[config.mk]
export PLATFORM = sky130hd
export DESIGN_NAME = fixed_off_time_gate_controller
export DESIGN_NICKNAME = d
export VERILOG_FILES = /design/src/logic/gate_ctrl_pkg.sv /design/src/logic/fixed_off_time_gate_controller.sv
export VERILOG_INCLUDE_DIRS = /design/src /design/src/logic
export SDC_FILE = /design/constraint.sdc
export NUM_CORES = 1
export LEC_CHECK = 0
export BUFFER_PORTS_ARGS = -buffer_cell sky130_fd_sc_hd__buf_2
export CAP_MARGIN = 20
export CORE_ASPECT_RATIO = 0.6
export CORE_UTILIZATION = 40
export CTS_BUF_LIST = sky130_fd_sc_hd__clkbuf_8
export CTS_CLUSTER_SIZE = 14
export DETAILED_ROUTE_END_ITERATION = 16
export PLACE_DENSITY_LB_ADDON = 0.25
export SKIP_LAST_GASP = 1
export SYNTH_ARGS = -nofsm -noshare
export SYNTH_HDL_FRONTEND = slang
export SYNTH_SLANG_ARGS = --single-unit
[constraint.sdc]
create_clock -name clk -period 6.9 [get_ports clk]
set_input_delay 1.035 -clock clk [delete_from_list [all_inputs] [get_ports clk]]
set_output_delay 1.035 -clock clk [all_outputs]
set_load 0.02 [all_outputs]
[src/logic/gate_ctrl_defs.svh]
`ifndef GATE_CTRL_DEFS_SVH
`define GATE_CTRL_DEFS_SVH
// register byte offsets
`define GC_CTRL_OFS 8'h00
`define GC_STATUS_OFS 8'h04
// control field positions and reset value
`define GC_CTRL_STANDBY_BIT 0
`define GC_CTRL_RST 32'h00000000
// status field positions
`define GC_ST_GATE_BIT 0
`define GC_ST_PHASE_LSB 1
`define GC_ST_UNDERVOLTAGE_LOCKOUT_BIT 3
`define GC_ST_OVP_BIT 4
`define GC_ST_TSD_BIT 5
`define GC_ST_EN_BIT 6
`define GC_ST_OC_BIT 7
`define GC_ST_VAR_LSB 8
// clock period and documented times, in ns
`define GC_CLK_NS 20
`define GC_T_OFF_NS 6000
`define GC_T_MINON_NS 200
`define GC_T_EXTOFF_NS 140000
`define GC_T_START_AB_NS 200000
`define GC_T_EN_C_NS 10000
`define GC_T_UNDERVOLTAGE_LOCKOUT_C_NS 140000
// pipeline latency from pin to gate, in cycles
`define GC_SYNC_LAT 5
// derived cycle counts
`define GC_OFF_CYC (`GC_T_OFF_NS / `GC_CLK_NS)
`define GC_MINON_CYC ((`GC_T_MINON_NS + `GC_CLK_NS - 1) / `GC_CLK_NS)
`define GC_EXTOFF_CYC (`GC_T_EXTOFF_NS / `GC_CLK_NS)
`define GC_START_AB_CYC (`GC_T_START_AB_NS / `GC_CLK_NS - `GC_SYNC_LAT)
`define GC_EN_C_CYC (`GC_T_EN_C_NS / `GC_CLK_NS - `GC_SYNC_LAT)
`define GC_UNDERVOLTAGE_LOCKOUT_C_CYC (`GC_T_UNDERVOLTAGE_LOCKOUT_C_NS / `GC_CLK_NS)
`endif

[src/logic/gate_ctrl_pkg.sv]
package gate_ctrl_pkg;
	// threshold source variant
	typedef enum logic [1:0] {VAR_A = 2'h0, VAR_B = 2'h1, VAR_C = 2'h2} variant_t;
	// switching phase, gray along start-on-off-extended off
	typedef enum logic [1:0] {PH_START = 2'h0, PH_ON = 2'h1, PH_OFF = 2'h3, PH_OCOFF = 2'h2} phase_t;
	// analog comparator results and pins
	typedef struct packed {
		logic en;
		logic peakA;
		logic peakB;
		logic peakC;
		logic overCur;
		logic uvloDet;
		logic uvloRel;
		logic ovpDet;
		logic ovpRel;
		logic tsdDet;
		logic tsdRel;
	} ain_t;
	// complete block state
	typedef struct packed {
		ain_t syncA;
		ain_t syncB;
		ain_t syncC;
		ain_t filt;
		logic undervoltage_lockout;
		logic supply_overvoltage_guard;
		logic tsd;
		phase_t phase;
		logic [15:0] cnt;
		logic gate;
		logic discharge;
		logic swStandby;
		logic wrPend;
		logic [7:0] wrAddr;
		logic [31:0] rdData;
	} state_t;
endpackage

[src/logic/fixed_off_time_gate_controller.sv]
// What this block does
// variant A ends on when sense exceeds scaled sine
// variant B ends on at 0.3430V threshold
// variant C ends on at 0.3400V threshold
// gate low 6us, then high, repeating
// gate level from comparator, faults and enable
// enable low forces gate low
// enable low is standby, logic only blocks
// A/B first pulse within 200us of enable
// C gate high within 10us of enable
// host dims C with 500Hz-1kHz PWM
// gate held high for minimum on time
// faults or standby cut minimum on short
// over-current forces low, off becomes 140us
// after extended off, resume when sense low
// lockout forces low, resumes on release
// overvoltage discharges supply, forces low, resumes
// thermal 150C forces low, resumes at 130C
// A/B start-up delay at most 200us
// C waits 140us after lockout release
// minimum on time is 0.2us
// variant parameter, intervals as cycle counts
// analog results synchronised before use
//
// Our own choices: the AHB-Lite register port and the placing of the registers.
`include "gate_ctrl_defs.svh"
`timescale 1ns/1ns
`default_nettype none
module fixed_off_time_gate_controller
	import gate_ctrl_pkg::*;
#(
	parameter variant_t VARIANT = VAR_C,
	parameter logic [15:0] EXT_OFF_CYC = 16'(`GC_EXTOFF_CYC),
	parameter logic [15:0] START_AB_CYC = 16'(`GC_START_AB_CYC),
	parameter logic [15:0] UNDERVOLTAGE_LOCKOUT_C_CYC = 16'(`GC_UNDERVOLTAGE_LOCKOUT_C_CYC)
) (
	// clock and reset
	input wire logic clk,
	input wire logic rst_n,
	// enable and dimming pin
	input wire logic enableDimmingInput,
	// peak comparator results per threshold source
	input wire logic peakCompSine,
	input wire logic peakCompFixedB,
	input wire logic peakCompFixedC,
	// over-current comparator, sense at or above limit
	input wire logic overCurrentComp,
	// supply and thermal detector levels
	input wire logic lockoutDetectLevel,
	input wire logic lockoutReleaseLevel,
	input wire logic overvoltageDetectLevel,
	input wire logic overvoltageReleaseLevel,
	input wire logic thermalDetect,
	input wire logic thermalRelease,
	// gate drive and supply discharge
	output logic gateDrive,
	output logic supplyDischarge,
	// ahb-lite slave
	input wire logic hsel,
	input wire logic [7:0] haddr,
	input wire logic [1:0] htrans,
	input wire logic hwrite,
	input wire logic [2:0] hsize,
	input wire logic [31:0] hwdata,
	input wire logic hready,
	output logic [31:0] hrdata,
	output logic hreadyout,
	output logic hresp
);
	// fixed counts at counter width
	localparam logic [15:0] OFF_CYC = 16'(`GC_OFF_CYC);
	localparam logic [15:0] MINON_CYC = 16'(`GC_MINON_CYC);
	localparam logic [15:0] EN_C_CYC = 16'(`GC_EN_C_CYC);
	// control reset word, only the standby bit is kept in state
	localparam logic [31:0] CTRL_RST = `GC_CTRL_RST;
	// every count loaded while held in start bounds the wait
	// counter is 16 bits, so the default counts fit with margin

	state_t st; // registered state
	state_t next_st; // next state
	ain_t rawIn; // gathered raw inputs
	logic blocked; // enable, standby or fault reason to hold gate low
	logic peak; // selected peak comparator
	// pins arrive from outside this clock, so only the first
	// synchroniser stage reads rawIn

	// selects the comparator for this variant
	// a constant case, so only one comparator is wired through
	function automatic logic peak_sel(input ain_t a);
		case (VARIANT)
			VAR_A: peak_sel = a.peakA;
			VAR_B: peak_sel = a.peakB;
			default: peak_sel = a.peakC;
		endcase
	endfunction

	// delay after enable rise, by variant
	// variant c restarts fast so the dimming duty is followed
	function automatic logic [15:0] en_delay();
		en_delay = (VARIANT == VAR_C) ? EN_C_CYC : START_AB_CYC;
	endfunction

	// delay after lockout release, by variant
	// this count is reloaded every cycle while the lockout latch blocks the gate
	function automatic logic [15:0] undervoltage_lockout_delay();
		undervoltage_lockout_delay = (VARIANT == VAR_C) ? UNDERVOLTAGE_LOCKOUT_C_CYC : START_AB_CYC;
	endfunction

	// register read decode
	// sampled in the address phase, so status reflects that edge
	function automatic logic [31:0] reg_read(input logic [7:0] a, input state_t s);
		reg_read = 32'h00000000;
		case (a)
			`GC_CTRL_OFS: reg_read[`GC_CTRL_STANDBY_BIT] = s.swStandby;
			`GC_STATUS_OFS: begin
				reg_read[`GC_ST_GATE_BIT] = s.gate;
				reg_read[`GC_ST_PHASE_LSB +: 2] = s.phase;
				reg_read[`GC_ST_UNDERVOLTAGE_LOCKOUT_BIT] = s.undervoltage_lockout;
				reg_read[`GC_ST_OVP_BIT] = s.supply_overvoltage_guard;
				reg_read[`GC_ST_TSD_BIT] = s.tsd;
				reg_read[`GC_ST_EN_BIT] = s.filt.en;
				reg_read[`GC_ST_OC_BIT] = s.filt.overCur;
				reg_read[`GC_ST_VAR_LSB +: 2] = VARIANT;
			end
			default: reg_read = 32'h00000000; // unmapped reads zero
		endcase
	endfunction

	// gather pins into one vector
	// one bit per pin, order fixed by the carrier type
	always_comb begin
		rawIn.en = enableDimmingInput;
		rawIn.peakA = peakCompSine;
		rawIn.peakB = peakCompFixedB;
		rawIn.peakC = peakCompFixedC;
		rawIn.overCur = overCurrentComp;
		rawIn.uvloDet = lockoutDetectLevel;
		rawIn.uvloRel = lockoutReleaseLevel;
		rawIn.ovpDet = overvoltageDetectLevel;
		rawIn.ovpRel = overvoltageReleaseLevel;
		rawIn.tsdDet = thermalDetect;
		rawIn.tsdRel = thermalRelease;
	end

	// over-current is no blocking cause, it ends on after minimum on and lengthens the off time
	// standby and fault forcing; R7 only blocks pulses
	assign blocked = !st.filt.en || st.swStandby || st.undervoltage_lockout || st.supply_overvoltage_guard || st.tsd;
	assign peak = peak_sel(st.filt);

	// next state logic
	always_comb begin
		next_st = st;
		// three-stage synchroniser, change taken when stages two and three agree
		// a one-cycle glitch never reaches the filtered copy
		next_st.syncA = rawIn;
		next_st.syncB = st.syncA;
		next_st.syncC = st.syncB;
		for (int i = 0; i < $bits(ain_t); i++) begin
			if (st.syncB[i] == st.syncC[i]) begin
				next_st.filt[i] = st.syncC[i];
			end
		end
		// fault latches, detect wins over release
		// a latch stays set until its release level is seen,
		// so a short detect still holds the gate low
		if (st.filt.uvloDet) begin
			next_st.undervoltage_lockout = 1'b1;
		end else if (st.filt.uvloRel) begin
			next_st.undervoltage_lockout = 1'b0;
		end
		if (st.filt.ovpDet) begin
			next_st.supply_overvoltage_guard = 1'b1;
		end else if (st.filt.ovpRel) begin
			next_st.supply_overvoltage_guard = 1'b0;
		end
		if (st.filt.tsdDet) begin
			next_st.tsd = 1'b1;
		end else if (st.filt.tsdRel) begin
			next_st.tsd = 1'b0;
		end
		next_st.discharge = next_st.supply_overvoltage_guard;
		// switching phase machine
		// blocking has priority over every phase, so minimum on is cut
		if (blocked) begin
			// held in start, with the delay that fits the cause
			next_st.phase = PH_START;
			if (st.undervoltage_lockout) begin
				next_st.cnt = undervoltage_lockout_delay();
			end else if (!st.filt.en || st.swStandby) begin
				next_st.cnt = en_delay();
			end else begin
				next_st.cnt = OFF_CYC;
			end
		end else begin
			case (st.phase)
				PH_START: begin
					// start-up delay counting
					// the delay was loaded by the cause while blocked
					if (st.cnt == 16'h0000) begin
						next_st.phase = PH_ON;
						next_st.cnt = MINON_CYC - 16'h0001;
					end else begin
						next_st.cnt = st.cnt - 16'h0001;
					end
				end
				PH_ON: begin
					// minimum on time ignores comparators
					if (st.cnt != 16'h0000) begin
						next_st.cnt = st.cnt - 16'h0001;
					end else if (st.filt.overCur) begin
						next_st.phase = PH_OCOFF;
						next_st.cnt = EXT_OFF_CYC - 16'h0001;
					end else if (peak) begin
						next_st.phase = PH_OFF;
						next_st.cnt = OFF_CYC - 16'h0001;
					end
				end
				PH_OFF: begin
					// fixed off interval
					if (st.cnt == 16'h0000) begin
						next_st.phase = PH_ON;
						next_st.cnt = MINON_CYC - 16'h0001;
					end else begin
						next_st.cnt = st.cnt - 16'h0001;
					end
				end
				PH_OCOFF: begin
					// extended off, then wait for sense below limit
					// sense is read again after the count, never during it
					if (st.cnt != 16'h0000) begin
						next_st.cnt = st.cnt - 16'h0001;
					end else if (!st.filt.overCur) begin
						next_st.phase = PH_ON;
						next_st.cnt = MINON_CYC - 16'h0001;
					end
				end
				default: begin
					// all four encodings are used, so only an unknown phase lands here; recovers to start
					next_st.phase = PH_START;
					next_st.cnt = OFF_CYC;
				end
			endcase
		end
		// gate is registered from the next phase, so it changes on the same edge as the phase
		next_st.gate = (next_st.phase == PH_ON) && !blocked;
		// bus write data phase
		// write lands at the end of the data phase, when hwdata stands
		next_st.wrPend = 1'b0;
		if (st.wrPend && st.wrAddr == `GC_CTRL_OFS) begin
			next_st.swStandby = hwdata[`GC_CTRL_STANDBY_BIT];
		end
		// bus address phase
		// hreadyout is always high, so no wait state is inserted
		if (hsel && htrans[1] && hready) begin
			next_st.wrPend = hwrite;
			next_st.wrAddr = haddr;
			if (!hwrite) begin
				next_st.rdData = reg_read(haddr, st);
			end
		end
	end

	// state register, async reset loads constants only
	// filters start low, so a high enable pin looks like a rise
	always_ff @(posedge clk or negedge rst_n) begin
		if (!rst_n) begin
			st <= '0;
			st.undervoltage_lockout <= 1'b1; // locked out until release
			st.cnt <= OFF_CYC;
			st.swStandby <= CTRL_RST[`GC_CTRL_STANDBY_BIT];
		end else begin
			st <= next_st;
		end
	end

	// outputs
	// hrdata holds until the next read address phase is taken
	assign gateDrive = st.gate;
	assign supplyDischarge = st.discharge;
	assign hrdata = st.rdData;
	assign hreadyout = 1'b1; // zero wait states
	assign hresp = 1'b0; // always okay
endmodule
`default_nettype wire

==> flow_metrics.tcl, run 1 <==
set metrics [dict create \
    worstPathMaxFanout 9 \
    synthCells 295 \
    place_congestion 0.863 \
    wl_met3_um 409 \
    status "completed" \
    maxCapViolCount 0 \
    wl_per_cell_um 14.8 \
    critical_path.startpoint "st[44]" \
    grt_max_degree 78 \
    synth_edf_count 0 \
    grt_usage 0.158 \
    total_power_mw 0.928 \
    synth_top_area_share 0.518 \
    yosysTopAreaCell "dfrtp_1" \
    setup_viol 0 \
    cts-root-buf "clkbuf_8" \
    maxSlewViolCount 0 \
    yosys_warnings 0 \
    multi_input_comb_area_mm2 0.00128 \
    dieArea_mm2 0.00908 \
    cts_sinks 77 \
    regToRegSetupSlack_ps 4190 \
    irDropWorstVdd_mv 0.145 \
    cts.repair.resized 0 \
    final_common_cell "dfrtp_1" \
    timing.rr.start "st[44]" \
    top_layer "met4" \
    finalHoldViolations 0 \
    synthDistinctLibCells 55 \
    grt_overflow 0 \
    nNetsFinal 386 \
    regArea_mm2 0.00193 \
    post-route-min-period_ps 2710 \
    cts_buffer_depth 2 \
    drt_iter0_markers 151 \
    antenna_found_initial 0 \
    clock_skew_ps 9.23 \
    dr.pass1.iters 4 \
    r2r_end "st[44]" \
    slew_headroom 0.384 \
    n_antenna_cell 0 \
    cts-buffers-inserted 9 \
    drc 0 \
    met2_length_mm 2.55 \
    ys_async_sr_fraction 1.00 \
    ant_nets 0 \
    critPathLaunchType "register" \
    avgSynthCellArea_um2 11.8 \
    critPathCapture "st[44]" \
    syn_area_mm2 0.00348 \
    seq_area_frac_synth 0.556 \
    fin_tns_setup_ps 0 \
    holdBufCountCts 0 \
    crit_required_ps 7150 \
    cts_max_level 3 \
    synth_ff_type "dfrtp_1" \
    area_growth_pct 8.13 \
    dp_hpwl_mm 4.66 \
    timing.fmax_mhz 369 \
    endpoint_kind "register" \
    power.leakage_nw 1.68 \
    clk_pin_slew_ps 80 \
    clk_latency_ps 350 \
    die_y_um 74.2 \
    cp.arrival_ps 2960 \
    synth_seq_cells 77 \
    num_vias 2186 \
    tightest_slew_ps 924 \
    rr_worst_depth 7 \
    initial_core_util 0.428 \
    hp-class "register to register" \
    powerDensity_mw_per_mm2 247 \
    die_w_um 122 \
    synth.area.top_cells "dfrtp_1 52%, buf_4 7.6%, dfstp_2 3.8%, mux2_2 3.2%, maj3_1 2.6%" \
    cts_setup_buffers 0 \
    grt_pass1_wl_mm 10.7 \
    grt_pass1_vias 2127 \
    worstHoldPathCells 0 \
    numPortBuffers 34 \
    finalCritPeriodShare 0.392 \
    mostFrequentLayoutCells "72 x dfrtp_1, 33 x buf_2, 25 x conb_1" \
    totalWireLength_mm 6.43 \
    wl_met1_mm 3.44 \
    drive_gt1_frac 0.239 \
    num_rows 25 \
    viasPerCell 5.04 \
    criticalPathCategory "register to register" \
    rsz0062_at_grt "false" \
    fill_cells 780 \
    cts_tree "yes" \
    coreArea_mm2 0.00813 \
    ioPinCount 97 \
]
power breakdown:
part	switching [mW]	total (mW)	internal, mW	leakage (nW)
combinational	0.0524	0.0898	0.0375	0.667
clock	0.182	0.320	0.138	0.0892
sequential	0.0317	0.518	0.486	0.928
cells in the mapped netlist (5+ instances only):
cell,count
dfrtp_1,72
buf_4,35
nor2_1,13
nand3_1,12
inv_1,11
mux2_2,10
nand2_1,10
a22o_1,9
maj3_1,9
nor3_1,9
a21oi_1,7
nor4_1,7
xnor2_1,7
a31oi_1,5
dfstp_2,5
o31ai_1,5
cell families (layout without fill, tap and decap cells):
group / count (synthesis) / count (layout) / share of synthesized area
buffers and inverters: 54 / 62 / 0.0993
other: 2 / 25 / 0.00216
adders and majority gates: 13 / 13 / 0.0403
xor gates and xnor gates: 11 / 11 / 0.0277
DFF: 77 / 77 / 0.556
AOI/OAI and AO/OA: 47 / 47 / 0.103
muxes: 11 / 11 / 0.0353
and+or+nand+nor: 80 / 80 / 0.136
layer usage:
| metal | up-vias | track usage |
|---|---|---|
| li1 | 1044 | - |
| met1 | 1062 | 0.243 |
| met2 | 76 | 0.205 |
| met3 | 4 | 0.0521 |
| met4 | 0 | 0.0488 |
| met5 | - | 0 |
critical path, stage by stage (launching register included):
cell and delay (ps):
dfrtp_1 480, inv_1 150, ha_1 330, or3b_1 400
or2_1 310, nand2b_1 340, a221o_1 420, a2bb2oi_1 190
sequential cells by signal, summed over array words and instances (netlist names):
name             flops
st                  47
next_st             18
hrdata               9
gateDrive            1
peak                 1
supplyDischarge      1
through the flow:
step | cell area (um2) | hold WS [ps] | setup slack [ps] | std cells | utilization
after floorplan | 3560 | 331 | 4460 | 318 | -
after global placement | 3570 | 332 | 4140 | 418 | 0.440
after detailed placement | 3570 | 335 | 4100 | 418 | 0.440
after CTS | 3760 | 355 | 4230 | 434 | 0.462
after global routing | 3760 | 364 | 4050 | 434 | 0.462
final | 3760 | 353 | 4190 | 434 | 0.462
worst min-delay path by stage:
stage | from | endpoint | slack, ps
after floorplan | next_st[87] | next_st[76] | 330
after global placement | next_st[89] | next_st[78] | 330
after detailed placement | next_st[92] | next_st[81] | 330
after CTS | next_st[91] | next_st[80] | 350
after global routing | next_st[91] | next_st[80] | 360
final | next_st[91] | next_st[80] | 350
area by class of cell:
cell class,count,area share
Sequential cell,77,0.514
Multi-Input combinational cell,187,0.342
Timing Repair Buffer,35,0.0479
Tap cell,108,0.0359
Clock buffer,9,0.0329
Clock inverter,7,0.0163
Inverter,11,0.0110
(Power assumes the default switching activity.)
==> run 2, diff against run 1 <==
==> constraint.sdc (replaced) <==
create_clock -name clk -period 2.8 [get_ports clk]
set_input_delay 0.42 -clock clk [delete_from_list [all_inputs] [get_ports clk]]
set_output_delay 0.42 -clock clk [all_outputs]
set_load 0.02 [all_outputs]
==> flow_metrics.tcl, run 2 (synthesis results as in run 1) <==
set metrics [dict create \
    area_growth_pct 9.79 \
    timing.rr.start "st[44]" \
    regToRegSetupSlack_ps 360 \
    largest_reg_flops 47 \
    nNetsFinal 390 \
    finalCritPeriodShare 0.873 \
    crit_required_ps 3010 \
    power.leakage_nw 1.72 \
    wl_per_cell_um 14.9 \
    drt_iter0_markers 178 \
    place_area_mm2 0.00360 \
    grt_overflow 0 \
    slew_headroom 0.375 \
    final_common_cell "dfrtp_1" \
    num_rows 25 \
    path_buf_inv 1 \
    drc 0 \
    endpoint_kind "register" \
    num_vias 2217 \
    grt_pass1_wl_mm 10.7 \
    critPathTopFamily "simple AND/OR/NAND/NOR gates" \
    antenna_found_initial 0 \
    cts_buffer_depth 2 \
    rr_worst_depth 7 \
    hold_slack_ps 172 \
    cts-buffers-inserted 9 \
    cts_setup_buffers 0 \
    worstPathMaxFanout 7 \
    viasPerCell 5.06 \
    crit_slowest_cell "or4_4" \
    rsz0062_at_grt "false" \
    path_cells "inv_1, ha_1, or3b_1, or4_4, o211a_1, a32oi_1, a22oi_1" \
    r2r_end "st[45]" \
    clk_pin_slew_ps 80 \
    numPortBuffers 34 \
    cts_max_level 3 \
    fin_tns_setup_ps 0 \
    fin_area_mm2 0.00382 \
    drive_gt1_frac 0.248 \
    criticalPathCategory "register to register" \
    cp.arrival_ps 2660 \
    clock_skew_ps 11.1 \
    n_antenna_cell 0 \
    ioPinCount 97 \
    max_flop_register "st" \
    irDropWorstVdd_mv 0.427 \
    setup_viol 0 \
    maxCapViolCount 0 \
    hp-class "input port to register" \
    maxSlewViolCount 0 \
    clk_latency_ps 350 \
    die_y_um 74.2 \
    grt_pass1_vias 2095 \
    path_depth 7 \
    top_usage_layer "met1" \
    tightest_slew_ps 937 \
    critical_path.startpoint "st[44]" \
    post-route-min-period_ps 2440 \
    critical_path.max_stage_delay_ps 560 \
    use_met1 0.242 \
    critPathCapture "st[45]" \
    grtUsageMet2 0.205 \
    totalWireLength_mm 6.51 \
    finalHoldViolations 0 \
    cts.repair.resized 0 \
    cts_tree "yes" \
    grt_max_degree 78 \
    dieArea_mm2 0.00908 \
    place_congestion 0.861 \
    holdBufCountCts 0 \
    timing.fmax_mhz 409 \
    grt_usage 0.158 \
    cts_sinks 77 \
    status "completed" \
    ant_nets 0 \
    coreArea_mm2 0.00813 \
    critPathLaunchType "register" \
    powerDensity_mw_per_mm2 624 \
    cts-root-buf "clkbuf_8" \
    dr.pass1.iters 5 \
    grt_use_met3 0.0544 \
    die_w_um 122 \
    dp_hpwl_mm 4.75 \
    initial_core_util 0.428 \
    mostFrequentLayoutCells "72 x dfrtp_1, 33 x buf_2, 25 x conb_1" \
]
-- run 2: cell types whose count changed in the layout (fill, tap and decap cells not counted) --
cell | previous run | this run
clkinvlp_4 | 2 | 1
clkbuf_8 | 9 | 10
bufinv_16 | 0 | 1
buf_4 | 2 | 6
inv_6 | 4 | 3
-- run 2: layout make-up --
cell class,count,area (um2)
Clock buffer,10,138
Clock inverter,6,75.1
Fill cell,767,4320
Inverter,11,41.3
Multi-Input combinational cell,187,1280
Sequential cell,77,1930
Tap cell,108,135
Timing Repair Buffer,39,210
-- run 2: how the worst min path moves through the flow --
| stage | cells after the start | slack [ps] | endpoint | startpoint |
|---|---|---|---|---|
| 2_1_floorplan | 0 | 120 | gateDrive | rst_n |
| 3_3_place_gp | 0 | 330 | next_st[78] | next_st[89] |
| 3_5_place_dp | 0 | 330 | next_st[81] | next_st[92] |
| 4_1_cts | 1 | 150 | next_st[92] | lockoutDetectLevel |
| 5_1_grt | 1 | 150 | next_st[94] | peakCompFixedC |
| 6_report | 1 | 170 | next_st[92] | lockoutDetectLevel |
-- run 2: stage by stage --
stage | power [mW] | setup WS (ps) | std cells | utilization
4_1_cts | 2.41 | 388 | 438 | 0.469
6_report | 2.38 | 356 | 438 | 0.469
2_1_floorplan | 1.46 | 506 | 318 | -
3_5_place_dp | 1.53 | 409 | 422 | 0.443
5_1_grt | 2.50 | 244 | 438 | 0.469
3_3_place_gp | 1.52 | 373 | 422 | 0.443
-- run 2: report_power, final --
group	internal [mW]	total, mW	switching, mW
clock network	0.451	0.877	0.426
logic	0.100	0.234	0.134
registers	1.20	1.27	0.0734
total	1.75	2.38	0.633
-- run 2: worst register-to-register path: stages, from the launching register on --
cell and delay [ps]:
dfrtp_1 410, inv_1 110, ha_1 220, or3b_1 380
or4_4 560, o211a_1 350, a32oi_1 190, a22oi_1 110
-- run 2: per-layer routing --
layer,wire length (um),up-vias
met1,3280,1075
met5,0,-
met2,2590,86
met4,37,0
li1,-,1050
met3,597,6
